`config.mk`:
```
export PLATFORM = sky130hd
export DESIGN_NAME = dcd_debug_read
export DESIGN_NICKNAME = d
export VERILOG_FILES = /design/src/rtl/dcd_pkg.sv /design/src/rtl/dcd_pack.sv /design/src/rtl/dcd_debug_read.sv
export SDC_FILE = /design/constraint.sdc
export NUM_CORES = 1
export LEC_CHECK = 0
export BUFFER_PORTS_ARGS = -buffer_cell sky130_fd_sc_hd__clkbuf_2
export CORE_AREA = 8 8 101 103
export CTS_BUF_LIST = sky130_fd_sc_hd__clkbuf_4 sky130_fd_sc_hd__clkbuf_8
export CTS_CLUSTER_DIAMETER = 120
export DETAILED_ROUTE_END_ITERATION = 12
export DIE_AREA = 0 0 109 111
export PLACE_DENSITY_LB_ADDON = 0.1
export SLEW_MARGIN = 0
export SYNTH_ARGS = -nofsm -noshare
export SYNTH_HDL_FRONTEND = slang
export SYNTH_SLANG_ARGS = --single-unit
```
`constraint.sdc`:
```
create_clock -name pclk -period 1.2 [get_ports pclk]
set_input_delay 0.06 -clock pclk [delete_from_list [all_inputs] [get_ports pclk]]
set_output_delay 0.06 -clock pclk [all_outputs]
set_load 0.05 [all_outputs]
```
`src/rtl/dcd_pkg.sv`:
```
package dcd_pkg;
  // Effective address fields, little-endian bit positions
  localparam int EA_W = 32;
  localparam int CLASS_HI = 12;
  localparam int CLASS_LO = 5;
  localparam int CLASS_W = CLASS_HI - CLASS_LO + 1;
  localparam int WORD_HI = 4;
  localparam int WORD_LO = 2;
  localparam int WORD_W = WORD_HI - WORD_LO + 1;
  // Result word fields, little-endian bit positions
  localparam int LINE_FIELD_A_HI = 31;
  localparam int LINE_FIELD_A_LO = 13;
  localparam int LINE_FIELD_A_W = LINE_FIELD_A_HI - LINE_FIELD_A_LO + 1;
  localparam int RSV0_HI = 12;
  localparam int RSV0_LO = 6;
  localparam int RES_DIRTY = 5;
  localparam int RES_VALID = 4;
  localparam int RSV1_HI = 3;
  localparam int RSV1_LO = 1;
  localparam int RES_LRU = 0;
  localparam int DATA_W = 32;
  // Register map
  localparam logic [11:0] OFS_CONFIG = 12'h000;
  localparam logic [11:0] OFS_RESULT = 12'h004;
  localparam logic [11:0] OFS_STATUS = 12'h008;
  localparam int CFG_WAY_BIT = 0;
  localparam int CFG_LINE_FIELD_A_BIT = 1;
  localparam int STS_BUSY_BIT = 0;
  localparam logic [1:0] CFG_RESET = 2'h0;
  localparam logic [31:0] RESULT_RESET = 32'h00000000;
  localparam logic WAY_A = 1'b0;
  localparam logic WAY_B = 1'b1;
  localparam logic LINE_FIELD_A_WORD = 1'b0;
  localparam logic LINE_FIELD_A_TAG = 1'b1;

  typedef enum logic [1:0] {
    DCD_IDLE = 2'b00,
    DCD_READ = 2'b01,
    DCD_CAPTURE = 2'b10
  } dcd_state_type;
endpackage : dcd_pkg

```
`src/rtl/dcd_pack.sv`:
```
module dcd_pack
  import dcd_pkg::*;
(
  input wire logic line_field_a_sel,
  input wire logic [LINE_FIELD_A_W-1:0] tag,
  input wire logic [DATA_W-1:0] data,
  input wire logic dirty,
  input wire logic valid,
  input wire logic lru,
  output logic [DATA_W-1:0] result
);
  always_comb begin
    result = '0;
    if (line_field_a_sel == LINE_FIELD_A_TAG) begin
      result[LINE_FIELD_A_HI:LINE_FIELD_A_LO] = tag;
    end else begin
      result[LINE_FIELD_A_HI:LINE_FIELD_A_LO] = data[LINE_FIELD_A_HI:LINE_FIELD_A_LO];
    end
    result[RES_DIRTY] = dirty;
    result[RES_VALID] = valid;
    result[RES_LRU] = lru;
  end
endmodule : dcd_pack

```
`src/rtl/dcd_debug_read.sv`:
```
// Contract
// - The congruence class is taken from effective-address bits 19 to 26 (big-endian).
// - The way is chosen by way_select_field, 0 for way A and 1 for way B.
// - The gathered line information is written to the destination register of the request.
// - Result bits 0 to 18 hold the tag when line_field_a_select_field is 1, else a data word.
// - The data word returned is chosen by effective-address bits 27 to 29.
// - Result bit 26 copies the dirty bit of the selected line.
// - Result bit 27 copies the valid bit of the selected line.
// - Result bit 31 copies the class replacement bit, 1 meaning way B least recently used.
//
// The implementer's own choices: the APB slave port and the register offsets.
module dcd_debug_read
  import dcd_pkg::*;
#(
  parameter int GPR_W = 5
) (
  input wire logic pclk,
  input wire logic presetn,
  input wire logic psel,
  input wire logic penable,
  input wire logic pwrite,
  input wire logic [11:0] paddr,
  input wire logic [31:0] pwdata,
  output logic [31:0] prdata,
  output logic pready,
  output logic pslverr,
  input wire logic req_valid,
  output logic req_ready,
  input wire logic [EA_W-1:0] req_ea,
  input wire logic [GPR_W-1:0] req_dest,
  output logic cache_rd_en,
  output logic [CLASS_W-1:0] cache_rd_class,
  output logic cache_rd_way,
  output logic [WORD_W-1:0] cache_rd_word,
  input wire logic [LINE_FIELD_A_W-1:0] cache_tag,
  input wire logic [DATA_W-1:0] cache_data,
  input wire logic cache_dirty,
  input wire logic cache_valid,
  input wire logic cache_lru,
  output logic gpr_we,
  output logic [GPR_W-1:0] gpr_addr,
  output logic [DATA_W-1:0] gpr_data
);
  if (GPR_W < 1 || GPR_W > 8) begin : gpr_w_check
    $error("GPR_W out of range");
  end

  dcd_state_type state;
  logic way_select_field;
  logic line_field_a_select_field;
  logic line_field_a_sel_q;
  logic [GPR_W-1:0] dest_q;
  logic [DATA_W-1:0] last_result;
  logic [DATA_W-1:0] next_result;
  logic take;
  logic apb_wr;

  function automatic logic addr_is(input logic [11:0] a, input logic [11:0] ofs);
    addr_is = (a == ofs);
  endfunction : addr_is

  assign take = req_valid && req_ready;
  assign req_ready = (state == DCD_IDLE);
  assign apb_wr = psel && penable && pwrite;
  assign pready = 1'b1;

  // Core configuration register
  always_ff @(posedge pclk or negedge presetn) begin
    if (!presetn) begin
      way_select_field <= CFG_RESET[CFG_WAY_BIT];
      line_field_a_select_field <= CFG_RESET[CFG_LINE_FIELD_A_BIT];
    end else if (apb_wr && addr_is(paddr, OFS_CONFIG)) begin
      way_select_field <= pwdata[CFG_WAY_BIT];
      line_field_a_select_field <= pwdata[CFG_LINE_FIELD_A_BIT];
    end
  end

  // APB read data and error
  always_ff @(posedge pclk or negedge presetn) begin
    if (!presetn) begin
      prdata <= '0;
    end else if (psel && !penable && !pwrite) begin
      prdata <= '0;
      if (addr_is(paddr, OFS_CONFIG)) begin
        prdata[CFG_WAY_BIT] <= way_select_field;
        prdata[CFG_LINE_FIELD_A_BIT] <= line_field_a_select_field;
      end else if (addr_is(paddr, OFS_RESULT)) begin
        prdata <= last_result;
      end else if (addr_is(paddr, OFS_STATUS)) begin
        prdata[STS_BUSY_BIT] <= (state != DCD_IDLE);
      end
    end
  end

  always_comb begin
    pslverr = 1'b0;
    if (psel && penable) begin
      pslverr = !(addr_is(paddr, OFS_CONFIG) || addr_is(paddr, OFS_RESULT)
                  || addr_is(paddr, OFS_STATUS));
    end
  end

  // Sequencer
  always_ff @(posedge pclk or negedge presetn) begin
    if (!presetn) begin
      state <= DCD_IDLE;
    end else begin
      case (state)
        DCD_IDLE: begin
          if (take) begin
            state <= DCD_READ;
          end
        end
        DCD_READ: begin
          state <= DCD_CAPTURE;
        end
        DCD_CAPTURE: begin
          state <= DCD_IDLE;
        end
        default: begin
          state <= DCD_IDLE;
        end
      endcase
    end
  end

  // Read-only cache port
  always_ff @(posedge pclk or negedge presetn) begin
    if (!presetn) begin
      cache_rd_en <= 1'b0;
      cache_rd_class <= '0;
      cache_rd_way <= WAY_A;
      cache_rd_word <= '0;
      line_field_a_sel_q <= LINE_FIELD_A_WORD;
      dest_q <= '0;
    end else begin
      cache_rd_en <= take;
      if (take) begin
        cache_rd_class <= req_ea[CLASS_HI:CLASS_LO];
        cache_rd_way <= way_select_field;
        cache_rd_word <= req_ea[WORD_HI:WORD_LO];
        line_field_a_sel_q <= line_field_a_select_field;
        dest_q <= req_dest;
      end
    end
  end

  dcd_pack u_pack (
    .line_field_a_sel(line_field_a_sel_q),
    .tag(cache_tag),
    .data(cache_data),
    .dirty(cache_dirty),
    .valid(cache_valid),
    .lru(cache_lru),
    .result(next_result)
  );

  // Destination register write
  always_ff @(posedge pclk or negedge presetn) begin
    if (!presetn) begin
      gpr_we <= 1'b0;
      gpr_addr <= '0;
      gpr_data <= '0;
      last_result <= RESULT_RESET;
    end else begin
      gpr_we <= (state == DCD_CAPTURE);
      if (state == DCD_CAPTURE) begin
        gpr_addr <= dest_q;
        gpr_data <= next_result;
        last_result <= next_result;
      end
    end
  end

  // Checks
  class_sel_a: assert property (@(posedge pclk) disable iff (!presetn)
    take |=> cache_rd_en && cache_rd_class == $past(req_ea[CLASS_HI:CLASS_LO]))
    else $error("class index not taken from address");
  way_sel_a: assert property (@(posedge pclk) disable iff (!presetn)
    take |=> cache_rd_way == $past(way_select_field))
    else $error("way not taken from way select");
  gpr_write_a: assert property (@(posedge pclk) disable iff (!presetn)
    take |-> ##3 (gpr_we && gpr_addr == $past(req_dest, 3)))
    else $error("destination register not written");
  line_field_a_field_a: assert property (@(posedge pclk) disable iff (!presetn)
    gpr_we |-> gpr_data[LINE_FIELD_A_HI:LINE_FIELD_A_LO] == ($past(line_field_a_select_field, 3) == LINE_FIELD_A_TAG
               ? $past(cache_tag) : $past(cache_data[LINE_FIELD_A_HI:LINE_FIELD_A_LO])))
    else $error("line_field_a field wrong");
  word_sel_a: assert property (@(posedge pclk) disable iff (!presetn)
    take |=> cache_rd_word == $past(req_ea[WORD_HI:WORD_LO]))
    else $error("word index not taken from address");
  dirty_bit_a: assert property (@(posedge pclk) disable iff (!presetn)
    gpr_we |-> gpr_data[RES_DIRTY] == $past(cache_dirty))
    else $error("dirty bit wrong");
  valid_bit_a: assert property (@(posedge pclk) disable iff (!presetn)
    gpr_we |-> gpr_data[RES_VALID] == $past(cache_valid))
    else $error("valid bit wrong");
  lru_bit_a: assert property (@(posedge pclk) disable iff (!presetn)
    gpr_we |-> gpr_data[RES_LRU] == $past(cache_lru))
    else $error("replacement bit wrong");
  reserved_zero_a: assert property (@(posedge pclk) disable iff (!presetn)
    gpr_we |-> (gpr_data[RSV0_HI:RSV0_LO] == '0 && gpr_data[RSV1_HI:RSV1_LO] == '0))
    else $error("reserved bits not zero");
  config_stable_a: assert property (@(posedge pclk) disable iff (!presetn)
    !(apb_wr && addr_is(paddr, OFS_CONFIG)) |=> $stable({way_select_field, line_field_a_select_field}))
    else $error("configuration changed without write");
  gpr_pulse_a: assert property (@(posedge pclk) disable iff (!presetn)
    gpr_we |=> !gpr_we)
    else $error("destination write longer than one cycle");
  req_spacing_a: assert property (@(posedge pclk) disable iff (!presetn)
    take |=> !req_ready ##1 !req_ready ##1 req_ready)
    else $error("request spacing wrong");
  read_strobe_a: assert property (@(posedge pclk) disable iff (!presetn)
    cache_rd_en |=> !cache_rd_en)
    else $error("cache read strobe longer than one cycle");
  cfg_readback_a: assert property (@(posedge pclk) disable iff (!presetn)
    (psel && !penable && !pwrite && addr_is(paddr, OFS_CONFIG))
    |=> prdata[CFG_WAY_BIT] == $past(way_select_field)
    && prdata[CFG_LINE_FIELD_A_BIT] == $past(line_field_a_select_field))
    else $error("configuration readback wrong");
  busy_status_a: assert property (@(posedge pclk) disable iff (!presetn)
    (psel && !penable && !pwrite && addr_is(paddr, OFS_STATUS))
    |=> prdata[STS_BUSY_BIT] == $past(!req_ready))
    else $error("busy status wrong");
endmodule : dcd_debug_read

```
== Yosys cells after proc, flatten, opt, wreduce, memory -nomap -nowiden ==
Index checks and enable logic that the tools add are counted.
W data, S select, Z words.

* Input bits: 141
* Output and inout bits: 86
* Bits in latches: 0
* Memory bits (read-only): 0
* Memories kept: 0
* Register bits: 83
* Memory bits (writable): 0
* Logic and storage cells: 41

* Shifts and indexed selects: 0
* Multiply operators: 0
* $lt $le $gt $ge: 0
* Reductions and logical operators: 14
* Bitwise operators: 0
* Add/sub/neg operators: 0
* Mux-type cells: 9
* Div/mod/pow operators: 0
* Equal/unequal tests: 5

{| class="wikitable"
|+ Operator list
! cell !! count
|-
| $mux W31 || 1
|-
| $mux W30 || 1
|-
| $mux W19 || 1
|-
| $eq A12 B3 Y1 const B || 1
|-
| $eq A12 B4 Y1 const B || 1
|-
| $logic_not A12 Y1 || 1
|-
| $logic_and A1 B1 Y1 || 6
|-
| $mux W2 || 2
|-
| $pmux W2 S2 || 1
|-
| $logic_not A1 Y1 || 3
|-
| $mux W1 || 3
|-
| $eq A2 B1 Y1 const B || 1
|-
| $eq A2 B2 Y1 const B || 1
|-
| $logic_not A2 Y1 || 1
|-
| $logic_or A1 B1 Y1 || 2
|-
| $ne A2 B1 Y1 const B || 1
|-
| $reduce_bool A2 Y1 || 1
|}

== Depth between registers and ports, before layout ==
Gate-level depths: netlist of run 1.

* Word-level depth: 5
* Gate-level depth with buffers: 5
* Depth with buffers taken out: 3

== Cells and area by module ==
Synthesis of run 1 repeated with hierarchy kept, for this count alone.

* Cells, all modules: 257
* Area, all modules: 3893.7 um^2

{| class="wikitable"
|+ By module, submodules not included
! module !! area an instance (um^2) !! cells an instance !! seq. area each (um^2) !! times used
|-
| dcd_debug_read || 3509.6 || 222 || 2327.2 || 1
|-
| dcd_pack || 384.1 || 35 || 0.0 || 1
|}

== Worst setup path before layout of run 1 ==
No wires, ideal clock.

* Path kind: reg-to-reg
* Start point: reg state[0]
* End point: reg cache_rd_class[0]
* Library setup time: 0.125 ns
* Slack: -0.596 ns
* Data required time: 1.075 ns
* Path buffers: 2
* Stages on the path, launching flop included: 6
* Arrival time: 1.671 ns
* Clock period less this slack: 1.796 ns
* Cell sequence: dfrtp_1 nor2_2 and2_1 buf_6 buf_6 mux2_4

* Cells in the longest elaborated chain, start to end: 2

{| class="wikitable"
|+ RTL lines
! item !! RTL line !! text
|-
| start: declaration || dcd_debug_read.sv:48 || <nowiki>dcd_state_type state;</nowiki>
|-
| start signal: assignment || dcd_debug_read.sv:106 || <nowiki>state <= DCD_IDLE;</nowiki>
|-
| start signal: assignment || dcd_debug_read.sv:111 || <nowiki>state <= DCD_READ;</nowiki>
|-
| start signal: assignment || dcd_debug_read.sv:115 || <nowiki>state <= DCD_CAPTURE;</nowiki>
|-
| $logic_not A2 Y1 || dcd_debug_read.sv:63 || <nowiki>assign req_ready = (state == DCD_IDLE);</nowiki>
|-
| via req_ready || dcd_debug_read.sv:28 || <nowiki>output logic req_ready,</nowiki>
|-
| $logic_and A1 B1 Y1 || dcd_debug_read.sv:62 || <nowiki>assign take = req_valid && req_ready;</nowiki>
|-
| via take || dcd_debug_read.sv:55 || <nowiki>logic take;</nowiki>
|-
| end signal: assignment || dcd_debug_read.sv:139 || <nowiki>cache_rd_class <= req_ea[CLASS_HI:CLASS_LO];</nowiki>
|-
| end: declaration || dcd_debug_read.sv:32 || <nowiki>output logic [CLASS_W-1:0] cache_rd_class,</nowiki>
|}

The timed path passes the listed nets, and every way through them passes these cells.
A chain may end at the register's enable or synchronous reset.

== Worst setup path in the final report of run 1 ==
* Start point: reg state[0]
* End point: reg dest_q[0]

* Cells in the longest elaborated chain, start to end: 2

{| class="wikitable"
|+ RTL lines
! item !! RTL line !! text
|-
| $logic_not A2 Y1 || dcd_debug_read.sv:63 ||
|-
| $logic_and A1 B1 Y1 || dcd_debug_read.sv:62 ||
|-
| end signal: assignment || dcd_debug_read.sv:143 || <nowiki>dest_q <= req_dest;</nowiki>
|-
| end: declaration || dcd_debug_read.sv:52 || <nowiki>logic [GPR_W-1:0] dest_q;</nowiki>
|}

Every way passes these cells.

==> summary.txt, run 1 <==
Route
  – Drt first pass iters: 4
  – Iteration-0 DRC Markers: 77
  – Total Wirelength: 9280 microns
  – Via density: 4.55
  – Vias: 2757
  – Post-route DRC: 0
  – ANT nets after route: 0
  – DR WL/cell: 15.3 microns

Die
  – FP Rows: 34
  – Die height: 111 microns
  – Die W: 109 microns
  – Top Ports: 227
  – Die area: 0.0121 sq mm
  – Starting Density: 38.4%
  – Core Area: 0.00855 sq mm

Cells and area
  – Ant. Diodes: 0
  – Final core utilization: 58.7%
  – Area grow syn2layout: 53.0%
  – Layout Cells excl Fill: 606
  – Fraction of layout cells with a size suffix above 1: 41.0%
  – Layout fillers: 778
  – Fin nets: 634
  – Fin area: 0.00502 sq mm

Global routing
  – GR peak layer: met2
  – First-pass GRT wire length: 14900 microns
  – GR Util met1: 18.1%
  – Largest net degree at the start of global routing: 75
  – Vias in the first global route: 2927
  – Antenna violations before repair: 0
  – GRT overflow: 0
  – Gr usage total: 15.6%
  – GRT met3 Usage: 4.94%
  – Met2 Usage GRT: 25.6%

Timing
  – Tcrit/Tclk final: 108%
  – Crit path time final: 1.29 ns
  – Final Skew: 0.00689 ns
  – RSZ-0062 raised after global routing: yes
  – F_max: 773 MHz
  – Setup TNS: -1.67 ns
  – Hold Fails Final Rpt: 0
  – Max Slew Vio Count: 0
  – Final worst-path setup slack: -0.0928 ns
  – Fin Hold WS: 0.00853 ns
  – Setup violators final: 28

CTS
  – Clock latency on the worst-skew pair: 0.34 ns
  – Root buf cell: clkbuf_8
  – # clock sinks: 74
  – CTS tree: yes
  – H-Tree Depth: 3
  – CTS Buf Count: 9
  – Clock transition at path regs: 0.07 ns
  – Clock buffer depth: 2

Worst setup path
  – CP peak stage delay: 0.41 ns
  – CP max-delay cell: dfrtp_1
  – Crit path launch type: flop
  – Data required, critical path: 1.43 ns
  – Crit end category: flop
  – Worst path cell trace: nor2_4 -> and2_4 -> buf_12 -> mux2_1
  – Sum of buffers and inverters on the critical path: 1
  – CP max FO: 9
  – Critical path class: flop to flop
  – Worst EP arrival: 1.52 ns
  – Worst path top cell family by delay: flip-flops

Synthesis
  – Synth area leaders: dfrtp_1 56%, nand2_1 7.4%, mux2_1 6.5%
  – Avg Cell Area, Syn: 11.4 sq um
  – Sequential area share after synthesis: 56.4%
  – Cell count after synthesis: 289
  – Largest area contributor in the netlist: dfrtp_1
  – Yosys reg bits: 74
  – Post-synth top area share: 56.4%
  – Library cells used by synthesis: 28
  – Number of synthesis warnings: 0
  – Mapped cell area: 0.00328 sq mm

Placed design
  – Placed cells: 542
  – GPL Wtd Cong: 0.686
  – Hpwl dp: 6570 microns
  – Place WS: -0.108 ns
  – Post-DP Area: 0.00422 sq mm
  – Count of port buffers added during placement: 142

Power
  – Pwr dens: 1890 mW/mm^2
  – Final total power: 9.48 mW
  – Pleak: 2.49 nW
  – Clock power frac: 25.4%
  – Internal power: 5.60 mW
  – Reg power frac: 35.7%
  – Switch share: 40.9%
  – Peak VDD IR: 0.00114 V
  – Switching power: 3.87 mW
  – Combinational Power Share: 39.0%

Run status
  – Failing checks: negative setup slack
  – Result of the run: finished, violations left

Job
  – Max cap viols: 0

Hold path
  – Worst min-delay path category: primary input to flop
==> tightest hold or removal path, delay by kind of cell <==
| family | cells | cell delay, ns |
|---|---|---|
| buffers and inverters | 1 | 0.08 |
| muxes | 1 | 0.07 |
| AOI/OAI and AO/OA | 1 | 0.11 |
==> final timing paths <==
check / start / endpoint / slack, ns / cells after the start
setup reg to reg: state[0] / dest_q[0] / -0.09 / 4
min in group asynchronous: presetn / gpr_addr[1] / 0.27 / 3
setup / recovery: state[0] / dest_q[0] / -0.09 / 4
hold / removal: cache_data[22] / last_result[22] / 0.009 / 3
hold reg to reg: prdata[0] / prdata[0] / 0.49 / 2
max in group asynchronous: presetn / prdata[22] / 0.60 / 3
==> cell type report <==
type	count	area [sq um]	share of cell area, %
Inverter	1	3.75	0.0748
Timing Repair Buffer	211	1480	29.4
Multi-Input combinational cell	196	1300	25.9
Tap cell	108	135	2.69
Clock buffer	11	151	3.02
Clock inverter	5	100	1.99
Sequential cell	74	1850	36.9
==> per-layer routing <==
metal	wire length, microns	up-vias
li1	-	1337
met1	3720	1318
met2	4650	91
met3	743	11
met4	164	0
met5	0	-
==> flip-flops by register name, indices dropped and copies added (netlist names) <==
register,cells
prdata,23
last_result,22
cache_rd_class,8
dest_q,5
gpr_addr,5
cache_rd_word,3
state,2
cache_rd_en,1
cache_rd_way,1
gpr_we,1
line_field_a_sel_q,1
line_field_a_select_field,1
way_select_field,1
==> cell families (layout without fill, tap and decap cells) <==
group / after synthesis / count (layout) / share of synthesized area [%]
flops: 74 / 74 / 56.4
compound gates: 44 / 44 / 7.02
mux: 48 / 48 / 16.7
other cells: 2 / 20 / 0.229
simple gates: 84 / 84 / 12.2
buf+inv: 37 / 228 / 7.36
==> Yosys cell counts, drive strengths merged <==
cell and count:
and4 1, o31ai 1, mux2i 20, dfrtp 74, conb 2, nor2b 2, nor3b 2, o22a 1
buf 32, nand3 2, a41oi 1, o21ai 41, nand2 65, nand4 1, nor4 2, and2 2
nor2 3, nor4bb 1, inv 1, nand2b 2, clkbuf 4, mux2 28, or3b 1
==> power by group through the flow <==
stage	clock, mW	combinational [mW]	sequential, mW
2_1_floorplan	0	0.878	5.06
3_3_place_gp	0	3.46	3.40
3_5_place_dp	0	3.49	3.43
4_1_cts	2.46	3.65	3.38
5_1_grt	2.58	3.90	3.46
6_report	2.40	3.69	3.38
==> placed cells by master, fill, tap and decap left out, drive strengths merged, types with 3 or more instances in the layout <==
cell type    instances
mux2i               20
dfrtp               74
buf                 22
bufinv               3
conb                20
nor2                 3
nand2               65
mux2                28
dlygate4sd3         47
o21ai               41
clkbuf             153
==> timing repair <==
item | in CTS | in global routing
hold buffers | 47 | 0
endpoints found under the setup margin | 27 | 44
pin swaps | 0 | 1
setup buffers | 0 | 0
cloned | 0 | 1
gates resized for setup | 4 | 7
hold endpoints to repair | 109 | 0
Power figures use the tool's default switching activity.
==> inputs of run 2 (changes only) <==
--- a/config.mk
+++ b/config.mk
@@ -11,6 +11,7 @@
 export CTS_CLUSTER_DIAMETER = 120
 export DETAILED_ROUTE_END_ITERATION = 12
 export DIE_AREA = 0 0 109 111
+export GPL_TIMING_DRIVEN = 0
 export PLACE_DENSITY_LB_ADDON = 0.1
 export SLEW_MARGIN = 0
 export SYNTH_ARGS = -nofsm -noshare
==> run 2 against run 1 <==
  * The run still ends with negative setup slack left
  * Sequential power about the same
  * Clock-buffer cell count increased by 1
  * Global-route usage increased by 0.46 points
  * Via count increased by 0.62%
  * Hold slack about the same
  * Sequential cell count unchanged
  * Largest cell class unchanged
==> summary.txt, run 2 (same netlist as run 1, synthesis figures left out) <==
Die
  – Die area: 0.0121 sq mm (unchanged)
  – Die W: 109 microns (unchanged)
  – Starting Density: 38.4% (unchanged)
  – FP Rows: 34 (unchanged)
  – Top Ports: 227 (unchanged)
  – Die height: 111 microns (unchanged)
  – Core Area: 0.00855 sq mm (unchanged)

Placed design
  – Count of port buffers added during placement: 142 (unchanged)
  – Place WS: -0.270 ns (-0.161 ns)
  – Post-DP Area: 0.00425 sq mm (+0.56%)
  – GPL Wtd Cong: 0.772 (+13%)
  – Hpwl dp: 6760 microns (+3.0%)
  – Placed cells: 558 (+3.0%)

CTS
  – CTS tree: yes
  – Clock buffer depth: 2 (unchanged)
  – Root buf cell: clkbuf_8
  – CTS Buf Count: 9 (unchanged)
  – Clock latency on the worst-skew pair: 0.33 ns (about the same)
  – # clock sinks: 74 (unchanged)
  – Clock transition at path regs: 0.08 ns (about the same)
  – H-Tree Depth: 3 (unchanged)

Route
  – Post-route DRC: 0 (unchanged)
  – Via density: 4.42 (-2.9%)
  – Vias: 2774 (+0.62%)
  – Iteration-0 DRC Markers: 65 (-16%)
  – Drt first pass iters: 6 (+2)
  – ANT nets after route: 0 (unchanged)
  – DR WL/cell: 15.3 microns (-0.10%)
  – Total Wirelength: 9610 microns (+3.5%)

Worst setup path
  – Data required, critical path: 1.41 ns (-0.02 ns)
  – Reg2Reg Setup Slack: -0.19 ns (-0.09 ns)
  – R2R depth: 5 (+1)
  – Worst reg2reg path startpoint: state[1]
  – Critical path class: flop to flop
  – Crit end category: flop
  – Worst EP arrival: 1.59 ns (+0.07 ns)
  – CP max FO: 5 (-4)
  – Crit path launch type: flop
  – FF-to-FF End: cache_rd_word[1]

Global routing
  – Antenna violations before repair: 0 (unchanged)
  – GRT overflow: 0 (unchanged)
  – Gr usage total: 16.1% (+0.46 points)
  – Vias in the first global route: 3079 (+5.2%)
  – First-pass GRT wire length: 15300 microns (+2.9%)
  – Largest net degree at the start of global routing: 52 (-31%)

Timing
  – Tcrit/Tclk final: 115% (+7.7 points)
  – Crit path time final: 1.39 ns (+0.0930 ns)
  – Setup violators final: 26 (-7.1%)
  – Rel. slew slack: 64.9%
  – RSZ-0062 raised after global routing: yes
  – Final Skew: 0.0114 ns (+0.00451 ns)
  – Worst slew pin tran: 0.526 ns
  – Max Slew Vio Count: 0 (unchanged)
  – Hold Fails Final Rpt: 0 (unchanged)
  – F_max: 722 MHz (-6.7%)
  – Final worst-path setup slack: -0.186 ns (-0.0930 ns)

Cells and area
  – Biggest regs: prdata: 23 flops, last_result: 22 flops, cache_rd_class: 8 flops
  – Fraction of layout cells with a size suffix above 1: 43.3% (+2.3 points)
  – Most frequent cells in the layout: 141 x clkbuf_2, 73 x dfrtp_1, 65 x nand2_1
  – Biggest register: prdata
  – Area grow syn2layout: 54.9%
  – Fin area: 0.00508 sq mm (+1.3%)
  – Layout Cells excl Fill: 628 (+3.6%)
  – Most common cell after layout, fill and taps aside: clkbuf_2
  – Max FFs per register: 23 (unchanged)
  – Ant. Diodes: 0 (unchanged)
  – Fin nets: 656 (+3.5%)
  – Final core utilization: 59.5% (+0.75 points)

Hold path
  – Worst Hold Depth: 3 (unchanged)
  – Worst Hold End: last_result[25]
  – Worst min-delay path category: primary input to flop
  – Min-delay src: cache_data[25]

Power
  – Peak VDD IR: 0.00103 V (-10%)
  – Final total power: 8.98 mW (-5.3%)
  – Pwr dens: 1770 mW/mm^2 (-6.4%)
  – Pleak: 2.55 nW (+2.4%)

Run status
  – Failing checks: negative setup slack
  – Result of the run: finished, violations left

Job
  – Max cap viols: 0 (unchanged)
## run 2: worst max-delay path, stage by stage, from the launching register on
cell and delay [ns]:
dfrtp_1 0.43, nor2_4 0.13, and2_4 0.19, buf_6 0.12, buf_12 0.11, mux2_4 0.29
## run 2: where the power goes
group,switching [mW],internal (mW)
Clock,0.907,0.914
Sequential,0.357,3.02
Combinational,2.62,1.15
Total,3.89,5.09
## run 2: worst max-delay path by stage
stage	startpoint	to	slack, ns	depth (start not counted)
4_1_cts	state[0]	cache_rd_word[0]	-0.17	5
2_1_floorplan	state[0]	cache_rd_class[0]	-0.41	5
3_3_place_gp	presetn	last_result[0]	-0.78	1
3_5_place_dp	state[0]	cache_rd_class[1]	-0.27	5
5_1_grt	state[1]	cache_rd_class[0]	-0.25	5
6_report	state[1]	cache_rd_word[1]	-0.19	5
## run 2: area by class of cell
class	count	area [sq um]
Clock buffer	12	165
Tap cell	108	135
Inverter	1	3.75
Clock inverter	4	25.0
Buffer	35	254
Sequential cell	74	1850
Timing Repair Buffer	198	1350
Multi-Input combinational cell	196	1300
Fill cell	777	3470
## run 2: per-layer routing
metal / GRT usage [%] / up-vias / share of wire (%)
li1: - / 1384 / -
met1: 19.1 / 1292 / 41
met2: 27.3 / 89 / 50
met3: 4.65 / 9 / 8.3
met4: 4.38 / 0 / 0.77
met5: 0 / - / 0
## run 2: stage by stage
| step | hold slack [ns] | setup TNS [ns] |
|---|---|---|
| after global placement | 0.276 | -50.61 |
| after floorplan | -0.236 | -6.41 |
| final | 0.00899 | -3.39 |
| after CTS | 0.000690 | -3.26 |
| after global routing | 0.00430 | -5.74 |
| after detailed placement | 0.0263 | -4.87 |
## run 2: timing repair
item,in CTS,in global routing
buffers inserted,9,1
gates resized for setup,19,3
endpoints found under the hold margin,58,0
setup endpoints to repair,34,46
pin swaps,1,2
gates cloned,1,0
hold buffers,46,0
==> inputs of run 3 (changes only) <==
--- a/config.mk
+++ b/config.mk
@@ -9,10 +9,12 @@
 export CORE_AREA = 8 8 101 103
 export CTS_BUF_LIST = sky130_fd_sc_hd__clkbuf_4 sky130_fd_sc_hd__clkbuf_8
 export CTS_CLUSTER_DIAMETER = 120
+export CTS_CLUSTER_SIZE = 24
 export DETAILED_ROUTE_END_ITERATION = 12
 export DIE_AREA = 0 0 109 111
 export GPL_TIMING_DRIVEN = 0
 export PLACE_DENSITY_LB_ADDON = 0.1
+export REMOVE_ABC_BUFFERS = 1
 export SLEW_MARGIN = 0
 export SYNTH_ARGS = -nofsm -noshare
 export SYNTH_HDL_FRONTEND = slang
==> run 3 against run 2 <==
  * The run still ends with negative setup slack left
  * First-iteration DRC count up 66%
  * Sequential power up 2%
  * Total power up 13%
  * Critical path depth down 1
==> summary.txt, run 3 (same netlist as run 1, synthesis figures left out) <==
CTS
  – Clock transition at path regs: 0.07 ns (about the same)
  – # clock sinks: 74 (unchanged)
  – CTS tree: yes
  – H-Tree Depth: 3 (unchanged)
  – CTS Buf Count: 9 (unchanged)
  – Clock buffer depth: 2 (unchanged)
  – Clock latency on the worst-skew pair: 0.34 ns (about the same)
  – Root buf cell: clkbuf_8

Worst setup path
  – Crit path launch type: flop
  – Worst EP arrival: 1.55 ns (-0.04 ns)
  – Reg2Reg Setup Slack: -0.13 ns (+0.06 ns)
  – R2R depth: 4 (-1)
  – Crit end category: flop
  – Data required, critical path: 1.42 ns (about the same)
  – Worst reg2reg path startpoint: state[1]
  – Critical path class: flop to flop
  – CP max FO: 8 (+3)
  – Setup crit end: cache_rd_word[2]
  – FF-to-FF End: cache_rd_word[2]
  – Worst Setup SP: state[1]

Route
  – Via density: 4.64 (+5.0%)
  – Post-route DRC: 0 (unchanged)
  – ANT nets after route: 0 (unchanged)
  – Vias: 2834 (+2.2%)
  – Iteration-0 DRC Markers: 108 (+66%)
  – Drt first pass iters: 4 (-2)
  – DR WL/cell: 17.0 microns (+11%)
  – Total Wirelength: 10400 microns (+8.3%)

Timing
  – Tcrit/Tclk final: 111% (-4.7 points)
  – RSZ-0062 raised after global routing: yes
  – Hold Fails Final Rpt: 0 (unchanged)
  – Final Skew: 0.00762 ns (-0.00378 ns)
  – Worst slew pin tran: 0.884 ns (+0.358 ns)
  – Setup violators final: 40 (+54%)
  – Setup TNS: -3.29 ns (+0.0989 ns)
  – Rel. slew slack: 41.1% (-24 points)
  – Crit path time final: 1.33 ns (-0.0561 ns)
  – Final worst-path setup slack: -0.130 ns (+0.0561 ns)
  – F_max: 752 MHz (+4.2%)
  – Max Slew Vio Count: 0 (unchanged)

Cells and area
  – Area grow syn2layout: 60.9%
  – Max FFs per register: 23 (unchanged)
  – Biggest register: prdata
  – Fin area: 0.00528 sq mm (+3.9%)
  – Most common cell after layout, fill and taps aside: clkbuf_2
  – Layout Cells excl Fill: 611 (-2.7%)
  – Fin nets: 639 (-2.6%)
  – Biggest regs: prdata: 23 flops, last_result: 22 flops, cache_rd_class: 8 flops
  – Fraction of layout cells with a size suffix above 1: 47.5% (+4.2 points)
  – Most frequent cells in the layout: 140 x clkbuf_2, 71 x dfrtp_1, 52 x nand2_1
  – Ant. Diodes: 0 (unchanged)

Global routing
  – Antenna violations before repair: 0 (unchanged)
  – Gr usage total: 17.3% (+1.2 points)
  – GR Util met1: 20.8% (+1.7 points)
  – GRT overflow: 0 (unchanged)
  – Met2 Usage GRT: 28.6% (+1.3 points)
  – Vias in the first global route: 3063 (-0.52%)
  – GRT met3 Usage: 5.12% (+0.47 points)
  – GR peak layer: met2
  – Largest net degree at the start of global routing: 39 (-25%)
  – First-pass GRT wire length: 16100 microns (+5.3%)

Power
  – Pleak: 2.61 nW (+2.6%)
  – Peak VDD IR: 0.00101 V (-1.3%)
  – Pwr dens: 1910 mW/mm^2 (+8.4%)

Job
  – Max cap viols: 0 (unchanged)

Run status
  – Result of the run: finished, violations left
  – Failing checks: negative setup slack

Die
  – Die height: 111 microns (unchanged)
  – Core Area: 0.00855 sq mm (unchanged)
  – Starting Density: 38.4% (unchanged)
  – FP Rows: 34 (unchanged)
  – Top Ports: 227 (unchanged)
  – Die W: 109 microns (unchanged)
  – Die area: 0.0121 sq mm (unchanged)

Placed design
  – GPL Wtd Cong: 0.730 (-5.4%)
  – Count of port buffers added during placement: 142 (unchanged)
  – Placed cells: 524 (-6.1%)
  – Post-DP Area: 0.00403 sq mm (-5.1%)
  – Hpwl dp: 6260 microns (-7.5%)

Hold path
  – Worst min-delay path category: primary input to flop
  – Min-delay src: cache_data[23]
-- run 3: cell count changes in the layout (fill, tap and decap cells not counted), sizes merged, moves of 2 or more --
cell | before | now
clkinvlp | 2 | 0
bufinv | 0 | 4
buf | 41 | 26
nand2b | 2 | 4
clkbuf | 158 | 153
-- run 3: routing by layer --
layer	routed length (microns)	share of wire, %
met5	0	0
met3	995	9.6
met1	4180	40
met4	123	1.2
met2	5110	49
-- run 3: worst min path at each step --
stage	end	slack (ns)	cells past startpoint
2_1_floorplan	cache_rd_class[0]	-0.24	0
3_3_place_gp	last_result[5]	0.27	2
3_5_place_dp	prdata[13]	0.11	1
4_1_cts	last_result[21]	0.0001	3
5_1_grt	last_result[23]	0.01	3
6_report	last_result[23]	0.01	3
-- run 3: layout make-up --
cell class | count | area (sq um)
clock buffers | 11 | 145
fillers | 723 | 3270
multi-input cells | 199 | 1450
repair buffers | 213 | 1570
flip-flops and latches | 74 | 1860
inverters | 1 | 3.75
well taps | 108 | 135
clock inverters | 5 | 125
-- run 3: worst max-delay path, stage by stage (launching register included) --
cell,delay [ns]
dfrtp_2,0.43
nor2_4,0.12
and2_4,0.21
buf_12,0.15
mux2_4,0.30
-- run 3: metrics by stage --
stage,worst slack [ns],hold WS [ns],power (mW),util [%]
CTS,-0.125,0.000123,10.1,61.3
floorplan,-0.885,-0.236,5.83,-
finish,-0.130,0.0137,10.1,61.8
global placement,-1.13,0.274,6.72,46.3
global route,-0.172,0.0117,10.5,61.8
detailed placement,-0.723,0.108,6.80,47.1
-- run 3: report_power, final --
group / switching, mW / internal (mW) / total (mW)
Clock: 0.915 / 1.67 / 2.59
Combinational: 2.71 / 1.36 / 4.07
Sequential: 0.427 / 3.02 / 3.45
-- run 3: repair_timing --
| item | CTS | global route |
|---|---|---|
| setup buffers | 22 | 0 |
| hold buffers | 45 | 0 |
| endpoints found under the setup margin | 68 | 40 |
| gates resized for setup | 54 | 9 |
| hold endpoints to repair | 71 | 0 |
| pin swaps | 15 | 1 |
| gates cloned | 6 | 0 |
